**src/cfg_pkg.sv**
```systemverilog
// constants, types and timing for the configuration port control block
// How it works
// mode pins captured on ready pin rising edge
// program request low starts configuration sequence
// open-drain ready pin shows data can be accepted
// open-drain done pin released: complete, startup running
// test port command starts configuration after power-up
// first selected port stays locked until power-up
// host keeps configuration clock at most 50 MHz; sampled at the 50 MHz core rate, only a clock well under that is seen
// ready pin held low while preparing after request
package cfg_pkg;

  // ---------------------------------------------------------------
  // clock and timing
  // ---------------------------------------------------------------
  localparam int CLK_MHZ = 50; // core_clk rate
  localparam int CONFIG_CLOCK_MAX_MHZ = 50; // fastest configuration clock the host may apply
  localparam int CLEAR_TIME_NS = 2000; // least time ready pin is held low
  localparam int STARTUP_TIME_NS = 400; // least length of the startup phase
  // least times round up to whole cycles
  localparam int CLEAR_CYCLES = (CLEAR_TIME_NS * CLK_MHZ + 999) / 1000;
  localparam int STARTUP_CYCLES = (STARTUP_TIME_NS * CLK_MHZ + 999) / 1000;
  localparam int CNT_W = 12; // width of the phase counter
  localparam logic [CNT_W-1:0] CLEAR_LAST = CNT_W'(CLEAR_CYCLES - 1);
  localparam logic [CNT_W-1:0] STARTUP_LAST = CNT_W'(STARTUP_CYCLES - 1);
  localparam logic [CNT_W-1:0] CNT_ZERO = 12'h000;

  // ---------------------------------------------------------------
  // modes and widths
  // ---------------------------------------------------------------
  localparam int MODE_W = 3; // mode pins are [2:0]
  localparam int DATA_W = 8; // parallel data width
  localparam int FIFO_DEPTH = 16; // words held between link and core
  localparam logic [MODE_W-1:0] MODE_SLAVE_PARALLEL = 3'h3; // mode code of slave parallel
  localparam logic [MODE_W-1:0] MODE_RESET = 3'h0; // latched mode after reset

  // which configuration port owns the device
  typedef enum logic [1:0] {PORT_NONE, PORT_PINS, PORT_TAP} port_t;

  // raw pin levels, synchronised as one group
  typedef struct packed {
    logic progN; // program request, active low
    logic ready_to_configure_n; // ready pin level as seen on the wire
    logic config_clock; // configuration clock from the host
    logic csN; // parallel chip select, active low
    logic writeN; // parallel write enable, active low
    logic [MODE_W-1:0] mode; // mode select pins
    logic [DATA_W-1:0] data; // parallel data pins
  } pin_sample_t;

  // idle pin levels: request, selects and strobes inactive
  localparam pin_sample_t SAMPLE_RST = '{progN: 1'b1, ready_to_configure_n: 1'b0, config_clock: 1'b0,
    csN: 1'b1, writeN: 1'b1, mode: 3'h0, data: 8'h00};

  // one configuration byte with its source port
  typedef struct packed {
    port_t src;
    logic [DATA_W-1:0] data;
  } cfg_word_t;

endpackage

```
**src/config_port_control.sv**
```systemverilog
// configuration port control: request, ready, done, mode latch, port lock, data path
`timescale 1ns/1ps
module config_port_control #(
  parameter int FIFO_DEPTH_P = cfg_pkg::FIFO_DEPTH
) (
  input wire logic core_clk,
  input wire logic sys_rst,
  // pins from the configuration host
  input wire logic programRequestN,
  input wire logic [cfg_pkg::MODE_W-1:0] modePins,
  input wire logic configClock,
  input wire logic parChipSelN,
  input wire logic parWriteN,
  input wire logic [cfg_pkg::DATA_W-1:0] parData,
  output logic parBusy,
  // open-drain ready pin, enable low while driving
  input wire logic readyToConfigureNIn,
  output logic readyToConfigureNOut,
  output logic readyToConfigureNOeN,
  // open-drain done pin, enable low while driving
  input wire logic doneIn,
  output logic doneOut,
  output logic doneOeN,
  // from the test access port logic, same clock
  input wire logic tapConfigCmd,
  input wire logic tapDataValid,
  output logic tapDataReady,
  input wire logic [cfg_pkg::DATA_W-1:0] tapData,
  output logic tapRefused,
  // to the configuration engine
  output cfg_pkg::cfg_word_t cfgWord,
  output logic cfgWordValid,
  input wire logic cfgWordReady,
  input wire logic configComplete,
  // status
  output logic [cfg_pkg::MODE_W-1:0] latchedMode,
  output cfg_pkg::port_t lockedPort,
  output logic startupActive,
  output logic userMode,
  output logic dataOverrun,
  output logic doneSeen
);
  import cfg_pkg::*;

  // ---------------------------------------------------------------
  // pin synchronisation
  // ---------------------------------------------------------------
  pin_sample_t pinRaw; // pins as they arrive
  pin_sample_t pinSmp; // pins after two flip-flops
  pin_sample_t pinPrevReg; // previous synchronised sample, for edges
  logic doneSmp; // done wire level, synchronised

  assign pinRaw = '{progN: programRequestN, ready_to_configure_n: readyToConfigureNIn,
    config_clock: configClock, csN: parChipSelN, writeN: parWriteN,
    mode: modePins, data: parData};

  // every pin crosses two flip-flops before any logic reads it
  sync_2ff #(
    .W($bits(pin_sample_t)),
    .RST_VAL(SAMPLE_RST)
  ) u_pin_sync (
    .core_clk(core_clk),
    .sys_rst(sys_rst),
    .asyncIn(pinRaw),
    .syncOut(pinSmp)
  );

  // done is a separate wire, also open drain, so other devices may hold it
  sync_2ff #(
    .W(1),
    .RST_VAL(1'b0)
  ) u_done_sync (
    .core_clk(core_clk),
    .sys_rst(sys_rst),
    .asyncIn(doneIn),
    .syncOut(doneSmp)
  );

  // previous sample, taken from synchronised levels only
  always_ff @(posedge core_clk) begin
    if (sys_rst) begin
      pinPrevReg <= SAMPLE_RST;
    end else begin
      pinPrevReg <= pinSmp;
    end
  end

  // ---------------------------------------------------------------
  // edge and level decode
  // ---------------------------------------------------------------
  // the configuration clock is sampled, not used as a clock; with a
  // 20 ns core period only a host clock well under the 50 MHz ceiling
  // is seen reliably
  wire cclkRise = pinSmp.config_clock & ~pinPrevReg.config_clock;
  wire initRise = pinSmp.ready_to_configure_n & ~pinPrevReg.ready_to_configure_n;
  wire progLow = ~pinSmp.progN;

  // ---------------------------------------------------------------
  // sequence state
  // ---------------------------------------------------------------
  typedef enum logic [2:0] {
    ST_CLEAR, // ready pin held low, preparing
    ST_WAIT_INIT, // ready pin released, waiting for the wire to rise
    ST_LOAD, // taking configuration data
    ST_STARTUP, // done released, startup counting
    ST_USER // configured
  } cfg_state_t;

  cfg_state_t stateReg, stateNext;
  logic [CNT_W-1:0] cntReg, cntNext; // phase timer
  logic [MODE_W-1:0] latchedModeReg; // mode captured at ready rise
  port_t lockReg, lockNext; // owning port, cleared only by power-up reset
  logic overrunReg; // a pin beat met a full buffer
  logic tapRefusedReg; // last cycle's command was refused
  logic initDriveReg; // ready pin driven low
  logic doneDriveReg; // done pin driven low

  // ---------------------------------------------------------------
  // port selection and lock
  // ---------------------------------------------------------------
  // a test port command is honoured unless the pins already own the device
  wire tapAccept = tapConfigCmd & (lockReg != PORT_PINS);
  wire tapReject = tapConfigCmd & (lockReg == PORT_PINS);
  wire pinsAllowed = (lockReg != PORT_TAP);
  wire tapAllowed = (lockReg == PORT_TAP);

  // ---------------------------------------------------------------
  // data path into the buffer
  // ---------------------------------------------------------------
  cfg_word_t fifoIn; // word offered to the buffer
  logic fifoInValid; // a word is offered
  logic fifoInReady; // buffer has room
  wire inLoad = (stateReg == ST_LOAD);
  // pin beats count only in the mode captured at the ready rise
  wire modeIsParallel = (latchedModeReg == MODE_SLAVE_PARALLEL);
  // a pin write beat is taken on a sampled clock rise with select and write low
  wire pinBeat = inLoad & modeIsParallel & pinsAllowed & cclkRise
    & ~pinSmp.csN & ~pinSmp.writeN;
  wire tapBeat = inLoad & tapAllowed & tapDataValid;
  // the pin host is told to wait by busy; a beat it sends anyway is lost
  wire pinDrop = pinBeat & ~fifoInReady;

  assign fifoIn.src = tapAllowed ? PORT_TAP : PORT_PINS;
  assign fifoIn.data = tapAllowed ? tapData : pinSmp.data;
  assign fifoInValid = tapAllowed ? tapBeat : pinBeat;
  assign tapDataReady = inLoad & tapAllowed & fifoInReady;

  // buffer between the slow link and the engine, which may stall
  sync_fifo #(
    .WIDTH($bits(cfg_word_t)),
    .DEPTH(FIFO_DEPTH_P)
  ) u_fifo (
    .core_clk(core_clk),
    .sys_rst(sys_rst),
    .inValid(fifoInValid),
    .inReady(fifoInReady),
    .inData(fifoIn),
    .outValid(cfgWordValid),
    .outReady(cfgWordReady),
    .outData(cfgWord)
  );

  // ---------------------------------------------------------------
  // next state
  // ---------------------------------------------------------------
  // program low or an accepted test command restarts from the clear phase
  always_comb begin
    stateNext = stateReg;
    cntNext = cntReg;
    lockNext = lockReg;
    if (progLow || tapAccept) begin
      stateNext = ST_CLEAR;
      cntNext = CNT_ZERO;
      if (tapAccept) begin
        lockNext = PORT_TAP;
      end
    end else begin
      case (stateReg)
        ST_CLEAR: begin
          // hold ready low for the whole preparation time
          if (cntReg == CLEAR_LAST) begin
            stateNext = ST_WAIT_INIT;
            cntNext = CNT_ZERO;
          end else begin
            cntNext = cntReg + 1'b1;
          end
        end
        ST_WAIT_INIT: begin
          // another device on the wire may still hold ready low
          if (initRise) begin
            stateNext = ST_LOAD;
          end
        end
        ST_LOAD: begin
          // the first pin beat claims the device for the pins
          if (pinBeat && lockReg == PORT_NONE) begin
            lockNext = PORT_PINS;
          end
          if (configComplete) begin
            stateNext = ST_STARTUP;
            cntNext = CNT_ZERO;
          end
        end
        ST_STARTUP: begin
          if (cntReg == STARTUP_LAST) begin
            stateNext = ST_USER;
          end else begin
            cntNext = cntReg + 1'b1;
          end
        end
        ST_USER: begin
          stateNext = ST_USER;
        end
        default: begin
          stateNext = ST_CLEAR;
          cntNext = CNT_ZERO;
        end
      endcase
    end
  end

  // ---------------------------------------------------------------
  // state registers
  // ---------------------------------------------------------------
  // power-up reset is the only thing that frees the port lock
  always_ff @(posedge core_clk) begin
    if (sys_rst) begin
      stateReg <= ST_CLEAR;
      cntReg <= CNT_ZERO;
      lockReg <= PORT_NONE;
    end else begin
      stateReg <= stateNext;
      cntReg <= cntNext;
      lockReg <= lockNext;
    end
  end

  // mode pins are taken on the ready wire's rising edge while waiting
  always_ff @(posedge core_clk) begin
    if (sys_rst) begin
      latchedModeReg <= MODE_RESET;
    end else if (stateReg == ST_WAIT_INIT && initRise && !progLow) begin
      latchedModeReg <= pinSmp.mode;
    end
  end

  // overrun is sticky until the next restart; a new drop wins over the clear
  always_ff @(posedge core_clk) begin
    if (sys_rst) begin
      overrunReg <= 1'b0;
    end else if (pinDrop) begin
      overrunReg <= 1'b1;
    end else if (stateNext == ST_CLEAR && stateReg != ST_CLEAR) begin
      overrunReg <= 1'b0;
    end
  end

  // refusal is reported as a one-cycle pulse
  always_ff @(posedge core_clk) begin
    if (sys_rst) begin
      tapRefusedReg <= 1'b0;
    end else begin
      tapRefusedReg <= tapReject;
    end
  end

  // ---------------------------------------------------------------
  // open-drain pin drive
  // ---------------------------------------------------------------
  // ready is pulled low only while preparing; done is held low until startup
  always_ff @(posedge core_clk) begin
    if (sys_rst) begin
      initDriveReg <= 1'b1;
      doneDriveReg <= 1'b1;
    end else begin
      initDriveReg <= (stateNext == ST_CLEAR);
      doneDriveReg <= (stateNext != ST_STARTUP) && (stateNext != ST_USER);
    end
  end

  // the drive value is always low; only the enable moves
  assign readyToConfigureNOut = 1'b0;
  assign readyToConfigureNOeN = ~initDriveReg;
  assign doneOut = 1'b0;
  assign doneOeN = ~doneDriveReg;

  // ---------------------------------------------------------------
  // status outputs
  // ---------------------------------------------------------------
  // busy follows buffer room so back-pressure reaches the pin host
  assign parBusy = ~fifoInReady;
  assign tapRefused = tapRefusedReg;
  assign latchedMode = latchedModeReg;
  assign lockedPort = lockReg;
  assign startupActive = (stateReg == ST_STARTUP);
  assign userMode = (stateReg == ST_USER);
  assign dataOverrun = overrunReg;
  assign doneSeen = doneSmp;

endmodule

```
**src/sync_2ff.sv**
```systemverilog
// two flip-flop synchroniser for a group of pin levels
`timescale 1ns/1ps
module sync_2ff #(
  parameter int W = 1,
  parameter logic [W-1:0] RST_VAL = '0
) (
  input wire logic core_clk,
  input wire logic sys_rst,
  input wire logic [W-1:0] asyncIn,
  output logic [W-1:0] syncOut
);

  // ---------------------------------------------------------------
  // stages
  // ---------------------------------------------------------------
  logic [W-1:0] stage1Reg; // metastable stage, read only by stage two

  // the first stage feeds nothing but the second
  always_ff @(posedge core_clk) begin
    if (sys_rst) begin
      stage1Reg <= RST_VAL;
      syncOut <= RST_VAL;
    end else begin
      stage1Reg <= asyncIn;
      syncOut <= stage1Reg;
    end
  end

endmodule

```
**src/sync_fifo.sv**
```systemverilog
// synchronous fifo with valid and ready on both sides
`timescale 1ns/1ps
module sync_fifo #(
  parameter int WIDTH = 8,
  parameter int DEPTH = 16
) (
  input wire logic core_clk,
  input wire logic sys_rst,
  input wire logic inValid,
  output logic inReady,
  input wire logic [WIDTH-1:0] inData,
  output logic outValid,
  input wire logic outReady,
  output logic [WIDTH-1:0] outData
);

  // ---------------------------------------------------------------
  // storage and pointers
  // ---------------------------------------------------------------
  localparam int AW = $clog2(DEPTH);
  localparam logic [AW:0] DEPTH_CNT = (AW + 1)'(DEPTH);
  localparam logic [AW-1:0] LAST_IDX = AW'(DEPTH - 1);

  logic [WIDTH-1:0] memReg [DEPTH]; // word store
  logic [AW-1:0] wrPtrReg; // next slot to fill
  logic [AW-1:0] rdPtrReg; // oldest word
  logic [AW:0] countReg; // words held
  wire doPush = inValid & inReady;
  wire doPop = outValid & outReady;

  // honest flags straight from the count
  assign inReady = (countReg != DEPTH_CNT);
  assign outValid = (countReg != '0);
  assign outData = memReg[rdPtrReg];

  // write side: storage needs no reset
  always_ff @(posedge core_clk) begin
    if (doPush) begin
      memReg[wrPtrReg] <= inData;
    end
  end

  // pointers wrap at depth, which need not be a power of two
  always_ff @(posedge core_clk) begin
    if (sys_rst) begin
      wrPtrReg <= '0;
      rdPtrReg <= '0;
      countReg <= '0;
    end else begin
      if (doPush) begin
        wrPtrReg <= (wrPtrReg == LAST_IDX) ? '0 : wrPtrReg + 1'b1;
      end
      if (doPop) begin
        rdPtrReg <= (rdPtrReg == LAST_IDX) ? '0 : rdPtrReg + 1'b1;
      end
      if (doPush && !doPop) begin
        countReg <= countReg + 1'b1;
      end else if (doPop && !doPush) begin
        countReg <= countReg - 1'b1;
      end
    end
  end

endmodule

```
**config.mk**
```make
export PLATFORM = sky130hd
export DESIGN_NAME = config_port_control
export DESIGN_NICKNAME = d
export VERILOG_FILES = /design/src/cfg_pkg.sv /design/src/config_port_control.sv /design/src/sync_2ff.sv /design/src/sync_fifo.sv
export SDC_FILE = /design/constraint.sdc
export NUM_CORES = 1
export LEC_CHECK = 0
export ABC_AREA = 1
export BUFFER_PORTS_ARGS = -buffer_cell sky130_fd_sc_hd__buf_2
export CAP_MARGIN = 20
export CORE_MARGIN = 10
export CORE_UTILIZATION = 55
export DETAILED_ROUTE_END_ITERATION = 7
export PLACE_DENSITY_LB_ADDON = 0.05
export SLEW_MARGIN = 0
export SYNTH_ARGS = -nofsm -noshare
export SYNTH_HDL_FRONTEND = slang
export SYNTH_HIERARCHICAL = 1
export SYNTH_SLANG_ARGS = --single-unit
```
**constraint.sdc**
```tcl
create_clock -name core_clk -period 4.8 [get_ports core_clk]
set_clock_uncertainty 0.2 [all_clocks]
set_input_delay 1.2 -clock core_clk [delete_from_list [all_inputs] [get_ports core_clk]]
set_output_delay 1.2 -clock core_clk [all_outputs]
set_load 0.01 [all_outputs]
```
; ---- Yosys cells after proc, flatten, opt, wreduce, memory -nomap -nowiden
; Memory sizes are Yosys's and may differ from the RTL's. A register that Yosys moved wholly into a read port is not among the register bits.
; Index checks and enable logic that the tools add are counted.
[op_classes]
n_mux = 27
bitwise = 24
n_reduce_logical = 23
add_sub_neg = 5
eq_ne = 19
[op_table]
columns = operator, n
row1 = one-hot mux 12 bit (4 select lines), 1
row2 = two-way mux 12 bit, 3
row3 = two-way mux 4 bit, 4
row4 = AND 1 bit, 15
row5 = two-way mux 3 bit, 5
row6 = one-hot mux 3 bit (5 select lines), 1
row7 = adder 12 x 1 -> 12 bit (second input constant), 1
row8 = equality test 12 x 5 -> 1 bit (second input constant), 1
row9 = equality test 12 x 7 -> 1 bit (second input constant), 1
row10 = two-way mux 2 bit, 5
row11 = two-way mux 5 bit, 2
row12 = equality test 3 x 2 -> 1 bit (second input constant), 3
row13 = NOT 1 bit, 9
row14 = adder 4 x 1 -> 4 bit (second input constant), 2
row15 = equality test 4 bit (second input constant), 2
row16 = two-way mux 8 bit, 1
row17 = != test 2 bit (second input constant), 4
row18 = nonzero test 2 bit, 4
row19 = logical AND 1 bit, 7
row20 = zero test 3 bit, 2
row21 = AND reduction 3 bit, 2
row22 = adder 5 x 1 -> 5 bit (second input constant), 1
row23 = two-way mux 1 bit, 5
row24 = != test 5 bit (second input constant), 1
row25 = 14 further kinds, 16
[word_totals]
in_bits = 31
memories = 1
ff_bits = 73
wordCells = 116
ram_bits = 160
[mem_list]
columns = name, words, width, read_ports, rd_ports_with_merged_regs, write_ports, line_no
row1 = u_fifo.memReg, 16, 10, 1, 1, 1, sync_fifo.sv:24  ; logic [WIDTH-1:0] memReg [DEPTH];

; ---- Logic depth before layout (Yosys ltp)
; Gate-level depths: netlist (run 1).
[depth]
word_depth = 12
depth_mapped = 16
depth_no_buf = 16

; ---- Modules after synthesis
; The synthesis (run 1) kept the hierarchy.
[by_module_without_submodules]
columns = mod, seq_area_each_um2, n_inst, area_per_inst_um2, cells_per_inst
row1 = sync_fifo, 5144.9, 1, 7599.8, 741
row2 = config_port_control, 520.5, 1, 1536.5, 231
row3 = sync_2ff (u_pin_sync), 640.6, 1, 920.9, 100
row4 = sync_2ff (u_done_sync), 40.0, 1, 55.1, 6

; ---- Worst setup path after synthesis (run 1)
; No wires, ideal clock.
[synth_path]
kind = input-to-reg
start = in tapDataValid
end = reg u_fifo.countReg[4]
path_stages = 12
setup_ns = 0.115
slack_ns = 1.782
required_time_ns = 4.485
n_path_buf = 0
arrival_time_ns = 2.703
cell_sequence = a31o_2 -> nand2_1 -> inv_2 -> ha_1 -> inv_1 -> fa_1 -> nand2_1 -> nand3_1 -> nand3_1 -> nand2_1 -> o21ai_0 -> inv_1
[synth_via]
elab_chain_len = 6
word_cells_on_any_way = 8
cone_classes = mux: 2 / bitwise: 2 / reduce/logical: 4
[synth_lines]
columns = element, line_no
row1 = "start, declared", config_port_control.sv:26  ; input wire logic tapDataValid,
row2 = AND 1 bit *, config_port_control.sv:139  ; wire tapBeat = inLoad & tapAllowed & tapDataValid;
row3 = two-way mux 1 bit *, config_port_control.sv:145  ; assign fifoInValid = tapAllowed ? tapBeat : pinBeat;
row4 = AND 1 bit *, sync_fifo.sv:28  ; wire doPush = inValid & inReady;
row5 = named net u_fifo.doPush, sync_fifo.sv:28
row6 = zero test 1 bit, sync_fifo.sv:58  ; end else if (doPop && !doPush) begin
row7 = logical AND 1 bit, sync_fifo.sv:58
row8 = nonzero test 2 bit (no source line), n/a
row9 = "end signal, assigned", sync_fifo.sv:57  ; countReg <= countReg + 1'b1;
row10 = "end signal, assigned", sync_fifo.sv:59  ; countReg <= countReg - 1'b1;
row11 = "end, declared", sync_fifo.sv:27  ; logic [AW:0] countReg;
; The timed path passes the listed nets; every way through them passes the cells marked *.
; A chain may end at the register's enable or synchronous reset.

==> impl_metrics.tcl, run 1 <==
set metrics [dict create \
    outcome "completed" \
    synth_ff_type "edfxtp_1" \
    drt_iter0_drc 544 \
    wl_per_cell_um 16.6 \
    finalCritPeriodShare 0.806 \
    tightest_slew_ns 1.06 \
    cts_buffers 25 \
    rows 49 \
    grt_pass1_vias 6967 \
    relSlewSlack 0.292 \
    min-delay-start "u_pin_sync/stage1Reg[10]" \
    holdPathEnd "u_pin_sync/syncOut[10]" \
    antenna_found_initial 0 \
    yosysMostFrequentCell "nand2_1" \
    cp_common_cell "nand2_1" \
    die_y_um 156 \
    place.gp.congestion 0.813 \
    first_pass_iters 5 \
    drive_above_1_share 0.109 \
    async_flop_share 0 \
    worstHoldPathCells 2 \
    grt_pass1_wl_um 36400 \
    cp_top_family "buffers and inverters" \
    synthDistinctLibCells 38 \
    final_antenna_net_count 0 \
    reg2reg_from "stateReg[2]" \
    synth-seq-cells 237 \
    cts_root_buffer "clkbuf_16" \
    start_util 0.561 \
    tritoncts "done" \
    die-area_um2 24200 \
    fin_crit_ns 3.87 \
    reg2reg_to "u_fifo/memReg[3][3]" \
    overflow 0 \
    cp_cell_sequence "inv_2 -> buf_4 -> nand2_1 -> nand2_1 -> nand2_1 -> nand3_1 -> nand3_1 -> nand2_1 -> buf_2" \
    vias 7090 \
    drc_errors 0 \
    h-tree-depth 1 \
    cts.clk_slew.worst_paths_ns 0.07 \
    regArea_um2 6350 \
    rsz0062_at_grt "false" \
    multi_input_comb_area_um2 2980 \
    r2r_setup_slack_ns 1.55 \
    finalWirelength_um 22800 \
    max_stage_delay_ns 0.55 \
    synth.top_cell.area_share 0.475 \
    end_kind "primary output" \
    maxCapViolations 0 \
    leakagePower_uw 0.00485 \
    slew_viol_final 0 \
    yosysSeqAreaShare 0.628 \
    clk-insertion-delay-late_ns 0.51 \
    pin_count 58 \
    fin_ws_ns 0.931 \
    io_buffers 55 \
    cts_setup_buffers 0 \
    grt_max_degree 84 \
    setup_violations 0 \
    hpwl_um 14600 \
    fill_cells 1530 \
    synth_edf_count 160 \
    hp-class "flip-flop to flip-flop" \
    numClockSinks 237 \
    yosys.area.top_type "edfxtp_1" \
    crit_fanout 44 \
    synth.area.top_cells "edfxtp_1, dfxtp_1, nand2_1" \
    setup_tns_ns 0 \
    area.growth.synth_to_final_pct 11.3 \
    core_area_um2 18000 \
    power.density_nw_per_um2 430 \
    cp.arrival_ns 2.47 \
    cts_hold_buf 0 \
    worst_path_max_delay_cell "inv_2" \
    grt.total_usage 0.186 \
    nets 1168 \
    fmax_mhz 258 \
    synth_cells 1078 \
    rr_worst_depth 8 \
    cts.repair.resized 0 \
    crit_buf_inv 3 \
    pre_cts_ws_ns 1.45 \
    vdd_drop_max_mv 0.261 \
    netlist_top_cells_count "nand2_1, edfxtp_1, inv_1, nand3_1, nor2_1" \
    cp_data_required_time_ns 3.40 \
    clockBufferDepth 3 \
    syn_area_per_cell_um2 9.38 \
    worst-setup-path-type "flip-flop to primary output" \
    die_x_um 156 \
    antenna_cells 0 \
    viasPerCell 5.16 \
    ys_warn_count 6 \
    hold_viol 0 \
    syn_area_um2 10100 \
    crit_path_start_kind "flip-flop" \
]
==> metrics by stage <==
stage	utilization	hold slack (ns)	std cells	total power [uW]	instance area (um2)
final	0.624	0.199	1373	4840	11300
after global routing	0.624	0.210	1373	5080	11300
after global placement	0.580	0.190	1328	3060	10500
after floorplan	-	0.188	1079	2860	10100
after CTS	0.624	0.200	1373	4890	11300
after detailed placement	0.580	0.193	1328	3060	10500
==> power breakdown <==
part	total, uW	switching [uW]	internal (uW)
sequential	2250	25.7	2230
clock	1830	782	1040
combinational	763	529	234
total	4840	1340	3510
==> cell families after synthesis <==
group                      Yosys count  synth area share
AOI/OAI and AO/OA                   59            0.0333
xor gates and xnor gates             9           0.00780
adders and majority gates           11            0.0144
buffers and inverters              180            0.0786
DFF                                237             0.628
other                                1          0.000371
and+or+nand+nor                    581             0.238
==> cell type report <==
type,count,share of cell area
flip-flops and latches,237,0.564
inverters,137,0.0457
multi-input cells,662,0.265
well taps,229,0.0255
clock inverters,14,0.00790
clock buffers,31,0.0623
repair buffers,63,0.0298
==> state kept, by name (all words and copies together) (netlist names), 2 cells and up, named ones only <==
name and cells:
u_fifo/memReg 160, u_pin_sync/stage1Reg 16, u_pin_sync/syncOut 16, cntReg 12, u_fifo/countReg 5, u_fifo/rdPtrReg 4
u_fifo/wrPtrReg 4, latchedMode 3, stateReg 3, lockedPort 2, pinPrevReg 2
==> worst min-delay path, stage by stage (launching register included) <==
cell,delay (ns)
dfxtp_1,0.29
inv_1,0.04
nor2_1,0.03
==> per-layer routing <==
layer  wire [um]  vias to the layer above  part of all wire  track usage
met1       10300                     3274              0.45        0.250
met4         648                        0             0.028       0.0673
met5           0                        -                 0            0
met3        1490                       41             0.065       0.0372
met2       10300                      211              0.45        0.295
li1            -                     3564                 -            -
==> worst max-delay path by stage <==
stage	from	endpoint	slack, ns	depth (start not counted)
floorplan	tapDataValid	u_fifo/countReg[4]	1.78	12
global placement	tapDataValid	u_fifo/memReg[0][0]	1.48	6
detailed placement	tapDataValid	u_fifo/memReg[3][5]	1.45	6
CTS	flip-flop	cfgWord[2]	0.90	9
global route	flip-flop	cfgWord[3]	0.71	9
finish	flip-flop	cfgWord[2]	0.93	9
==> placed cells by master (no fill, tap or decap), types with 5 or more instances in the layout <==
| cell type | synthesis | layout |
|---|---|---|
| clkinv_2 | 0 | 7 |
| a21oi_1 | 21 | 21 |
| edfxtp_1 | 160 | 160 |
| nand2_1 | 346 | 346 |
| xor2_1 | 8 | 8 |
| clkbuf_16 | 0 | 27 |
| nor2_1 | 100 | 99 |
| ha_1 | 10 | 10 |
| nand3_1 | 105 | 105 |
| buf_2 | 7 | 55 |
| inv_2 | 5 | 5 |
| nor3_1 | 9 | 9 |
| nand4_1 | 7 | 7 |
| o21ai_0 | 24 | 24 |
| o211ai_1 | 5 | 5 |
| inv_1 | 131 | 131 |
| buf_4 | 15 | 8 |
| dfxtp_1 | 77 | 76 |
Note: power is estimated with default switching activity, not from simulation.
==> run 2: changes to the inputs <==
- ABC_AREA: 1 -> 0
- CORE_UTILIZATION: 55 -> 54
- clock period: 4.8 -> 3.2 ns (I/O delays scaled with it)
==> impl_metrics.tcl, run 2 <==
set metrics [dict create \
    outcome "completed" \
    place.gp.congestion 0.846 \
    reg2reg_from "u_fifo/countReg[0]" \
    vias 5348 \
    tightest_slew_ns 0.662 \
    h-tree-depth 1 \
    netlist_top_cells_count "edfxtp_1, dfxtp_1, nand2_1, nor2_1, mux4_2" \
    synth_cells 620 \
    numClockSinks 237 \
    cts.clk_slew.worst_paths_ns 0.06 \
    synth.area.top_cells "edfxtp_1, dfxtp_1, mux4_2" \
    drc_errors 0 \
    end_kind "primary output" \
    mostFrequentLayoutCell "edfxtp_1" \
    power.density_nw_per_um2 658 \
    die_y_um 152 \
    cp.arrival_ns 2.14 \
    yosysSeqAreaShare 0.674 \
    ys_warn_count 6 \
    die-area_um2 23100 \
    cts_hold_buf 0 \
    finalNonFillerCells 956 \
    clockBufferDepth 3 \
    synth-seq-cells 237 \
    fmax_mhz 319 \
    rr_worst_depth 9 \
    io_buffers 55 \
    largest_registers "u_fifo/memReg x160, u_pin_sync/stage1Reg x16, u_pin_sync/syncOut x16" \
    grt_max_degree 59 \
    cp_data_required_time_ns 2.20 \
    synth_ff_type "edfxtp_1" \
    top_register "u_fifo/memReg" \
    slew_viol_final 0 \
    relSlewSlack 0.556 \
    min-delay-start "u_pin_sync/stage1Reg[12]" \
    dp.cells 904 \
    hpwl_um 12700 \
    hold_viol 0 \
    grt_pass1_vias 5598 \
    area.growth.synth_to_final_pct 17.5 \
    synth_edf_count 160 \
    hp-class "flip-flop to flip-flop" \
    cts_buffers 24 \
    tritoncts "done" \
    pin_count 58 \
    wl_per_cell_um 20.3 \
    async_flop_share 0 \
    yosys.area.top_type "edfxtp_1" \
    maxCapViolations 0 \
    leakagePower_uw 0.00394 \
    largest_reg_flops 160 \
    first_pass_iters 4 \
    drt_iter0_drc 293 \
    cts_root_buffer "clkbuf_16" \
    core_area_um2 17200 \
    reg2reg_to "u_fifo/countReg[4]" \
    drive_above_1_share 0.281 \
    holdPathEnd "u_pin_sync/syncOut[12]" \
    syn_area_um2 9420 \
    synthDistinctLibCells 70 \
    worstHoldPathCells 1 \
    setup_tns_ns 0 \
    worst-setup-path-type "flip-flop to primary output" \
    setup_violations 0 \
    yosysMostFrequentCell "edfxtp_1" \
    finalWirelength_um 19400 \
    syn_area_per_cell_um2 15.2 \
    synth.top_cell.area_share 0.510 \
    fin_crit_ns 3.14 \
    overflow 0 \
    crit_fanout 5 \
    nets 753 \
    viasPerCell 5.59 \
    crit_path_start_kind "flip-flop" \
    layout_common_cells "edfxtp_1, dfxtp_1, buf_2, nand2_1, nor2_1" \
    start_util 0.548 \
    rows 48 \
    die_x_um 152 \
    vdd_drop_max_mv 0.458 \
    grt_pass1_wl_um 30800 \
    finalCritPeriodShare 0.981 \
    final_antenna_net_count 0 \
    r2r_setup_slack_ns 0.22 \
    antenna_found_initial 3 \
    clk-insertion-delay-late_ns 0.50 \
    grt.total_usage 0.163 \
]
[run 2: metrics by stage]
stage | utilization | worst slack (ns) | power [uW] | hold WS (ns) | instance area, um2
after global placement | 0.587 | 0.210 | 4530 | 0.195 | 10100
after detailed placement | 0.587 | 0.0512 | 4550 | 0.197 | 10100
after CTS | 0.635 | 0.000101 | 7270 | 0.212 | 10900
final | 0.644 | 0.0613 | 7280 | 0.206 | 11100
after floorplan | - | 0.0587 | 4280 | 0.183 | 9420
after global routing | 0.644 | -0.0458 | 7600 | 0.232 | 11100
[run 2: cell families (layout without fill, tap and decap cells)]
family / after synthesis / after routing / synth area share
multiplexers: 48 / 48 / 0.104
buffers and inverters: 43 / 151 / 0.0231
AND/OR/NAND/NOR: 196 / 196 / 0.113
other: 1 / 4 / 0.000398
XOR/XNOR: 10 / 10 / 0.00930
flip-flops: 237 / 237 / 0.674
adder cells (fa/ha/maj): 11 / 11 / 0.0154
AO/OA/AOI/OAI: 74 / 74 / 0.0610
[run 2: report_power, final]
| part | switching [uW] | total, uW | internal [uW] |
|---|---|---|---|
| Clock | 1060 | 2610 | 1550 |
| Combinational | 600 | 1260 | 657 |
| Sequential | 64.4 | 3410 | 3350 |
[run 2: what timing repair did]
item,in CTS,in global routing
endpoints found under the setup margin,9,11
gates resized for setup,8,14
buffers inserted,0,2
cloned,2,2
pin swaps,0,2
[run 2: metal layers]
layer | GRT usage | share of wire
met3 | 0.0378 | 0.068
met4 | 0.0367 | 0.012
met2 | 0.277 | 0.50
met5 | 0 | 0.00088
met1 | 0.208 | 0.42
[run 2: critical path: stages, from the launching register on]
cell and delay (ns):
dfxtp_4 0.38, buf_12 0.14, buf_16 0.13, mux4_2 0.50, a22oi_1 0.23, nand2_1 0.10
buf_2 0.15
[run 2: area by class of cell]
class	count	area [um2]
sequential	237	6350
fill	1295	6110
multi-input combinational	341	2950
clock buffer	36	681
timing repair buffer	92	673
tap	225	282
clock inverter	8	67.6
inverter	15	56.3
antenna	2	5.00
[run 2: worst max-delay path by stage]
stage	startpoint	endpoint	depth (start not counted)
finish	flip-flop	cfgWord[3]	6
global route	flip-flop	cfgWord[3]	6
CTS	flip-flop	cfgWord[3]	5
detailed placement	latchedMode[0]	u_fifo/countReg[4]	11
global placement	tapDataValid	u_fifo/countReg[4]	11
floorplan	stateReg[2]	u_fifo/countReg[4]	12
==> run 3: changes to the inputs <==
- CORE_UTILIZATION: 54 -> 55
- RECOVER_POWER: unset -> 100
- clock period: 3.2 -> 4 ns (I/O delays scaled with it)
==> impl_metrics.tcl, run 3 (synthesized netlist as in run 2, its figures left out) <==
set metrics [dict create \
    vias 5216 \
    setup_tns_ns 0 \
    fmax_mhz 274 \
    crit_fanout 14 \
    tightest_slew_ns 1.48 \
    crit_path_start_kind "flip-flop" \
    vdd_drop_max_mv 0.345 \
    min-delay-start "u_pin_sync/stage1Reg[12]" \
    power.density_nw_per_um2 536 \
    finalNonFillerCells 931 \
    relSlewSlack 0.0140 \
    numClockSinks 237 \
    antenna_found_initial 1 \
    pre_cts_ws_ns 0.582 \
    pin_count 58 \
    io_buffers 55 \
    end_kind "primary output" \
    hold_viol 0 \
    cts_hold_buf 0 \
    outcome "completed" \
    grt_max_degree 41 \
    largest_registers "u_fifo/memReg x160, u_pin_sync/stage1Reg x16, u_pin_sync/syncOut x16" \
    viasPerCell 5.60 \
    reg2reg_from "stateReg[2]" \
    clk-insertion-delay-late_ns 0.51 \
    cts_root_buffer "clkbuf_16" \
    nets 737 \
    first_pass_iters 4 \
    hp-class "flip-flop to flip-flop" \
    start_util 0.564 \
    largest_reg_flops 160 \
    h-tree-depth 1 \
    final_area_um2 10600 \
    cts.clk_slew.worst_paths_ns 0.06 \
    fin_ws_ns 0.353 \
    core_area_um2 16700 \
    finalCritPeriodShare 0.912 \
    place.gp.congestion 0.809 \
    top_register "u_fifo/memReg" \
    tritoncts "done" \
    dp.cells 889 \
    drt_iter0_drc 313 \
    finalWirelength_um 18200 \
    worst_path_max_delay_cell "dfxtp_2" \
    area.growth.synth_to_final_pct 12.3 \
    rows 47 \
    slew_viol_final 0 \
    max_stage_delay_ns 0.67 \
    grt.total_usage 0.165 \
    cts_buffers 24 \
    fin_crit_ns 3.65 \
    grt_pass1_wl_um 29900 \
    overflow 0 \
    maxCapViolations 0 \
    grt_pass1_vias 5645 \
    die-area_um2 22800 \
    hpwl_um 12400 \
    cts.repair.resized 0 \
    setup_violations 0 \
    rsz0062_at_grt "false" \
    layout_common_cells "edfxtp_1, dfxtp_1, nand2_1, clkbuf_1, nor2_1" \
    clockBufferDepth 3 \
    worst-setup-path-type "flip-flop to primary output" \
    cp_data_required_time_ns 2.80 \
    leakagePower_uw 0.00364 \
    die_y_um 151 \
    wl_per_cell_um 19.6 \
    drive_above_1_share 0.176 \
    mostFrequentLayoutCell "edfxtp_1" \
    post_dp_cell_area_um2 10000 \
    cp_cell_sequence "buf_12 -> mux4_2 -> a22oi_1 -> nand2_1 -> clkbuf_1" \
    final_antenna_net_count 0 \
    die_x_um 151 \
    drc_errors 0 \
    cts_setup_buffers 0 \
    cp.arrival_ns 2.45 \
]
[run 3: final cells by class]
| cell class | instances | area, um2 |
|---|---|---|
| sequential | 237 | 6350 |
| fill | 1304 | 6120 |
| multi-input combinational | 341 | 2790 |
| clock buffer | 34 | 679 |
| timing repair buffer | 76 | 364 |
| tap | 220 | 275 |
| clock inverter | 7 | 62.6 |
| inverter | 15 | 56.3 |
| antenna | 1 | 2.50 |
[run 3: final timing paths]
path,to,slack (ns),cells past startpoint
worst max-delay path,cfgWord[1],0.35,5
worst min register to register,u_pin_sync/syncOut[12],0.21,1
worst max register to register,u_fifo/countReg[4],0.45,12
worst min-delay path,u_pin_sync/syncOut[12],0.21,1
[run 3: per-stage QoR]
step	total power (uW)	utilization	hold slack, ns
finish	5670	0.634	0.209
global placement	3640	0.599	0.191
detailed placement	3670	0.599	0.198
global route	5910	0.633	0.224
CTS	5780	0.643	0.212
floorplan	3420	-	0.183
[run 3: critical path, delay by kind of cell, from the launching register on]
| kind | cells | cell delay [ns] |
|---|---|---|
| simple gates | 1 | 0.09 |
| compound gates | 1 | 0.29 |
| mux | 1 | 0.50 |
| flops | 1 | 0.67 |
| buf+inv | 2 | 0.38 |
[run 3: report_power, final]
group	internal [uW]	switching [uW]	leakage [uW]
clock	1240	866	0.000367
combinational	404	405	0.00122
sequential	2680	72.6	0.00205
total	4320	1340	0.00364
[run 3: layer usage]
metal	wire, um	global-route usage	up-vias
met5	0	0	-
met4	297	0.0448	0
met3	1070	0.0367	21
met2	9250	0.284	117
met1	7590	0.207	2582
li1	-	-	2496
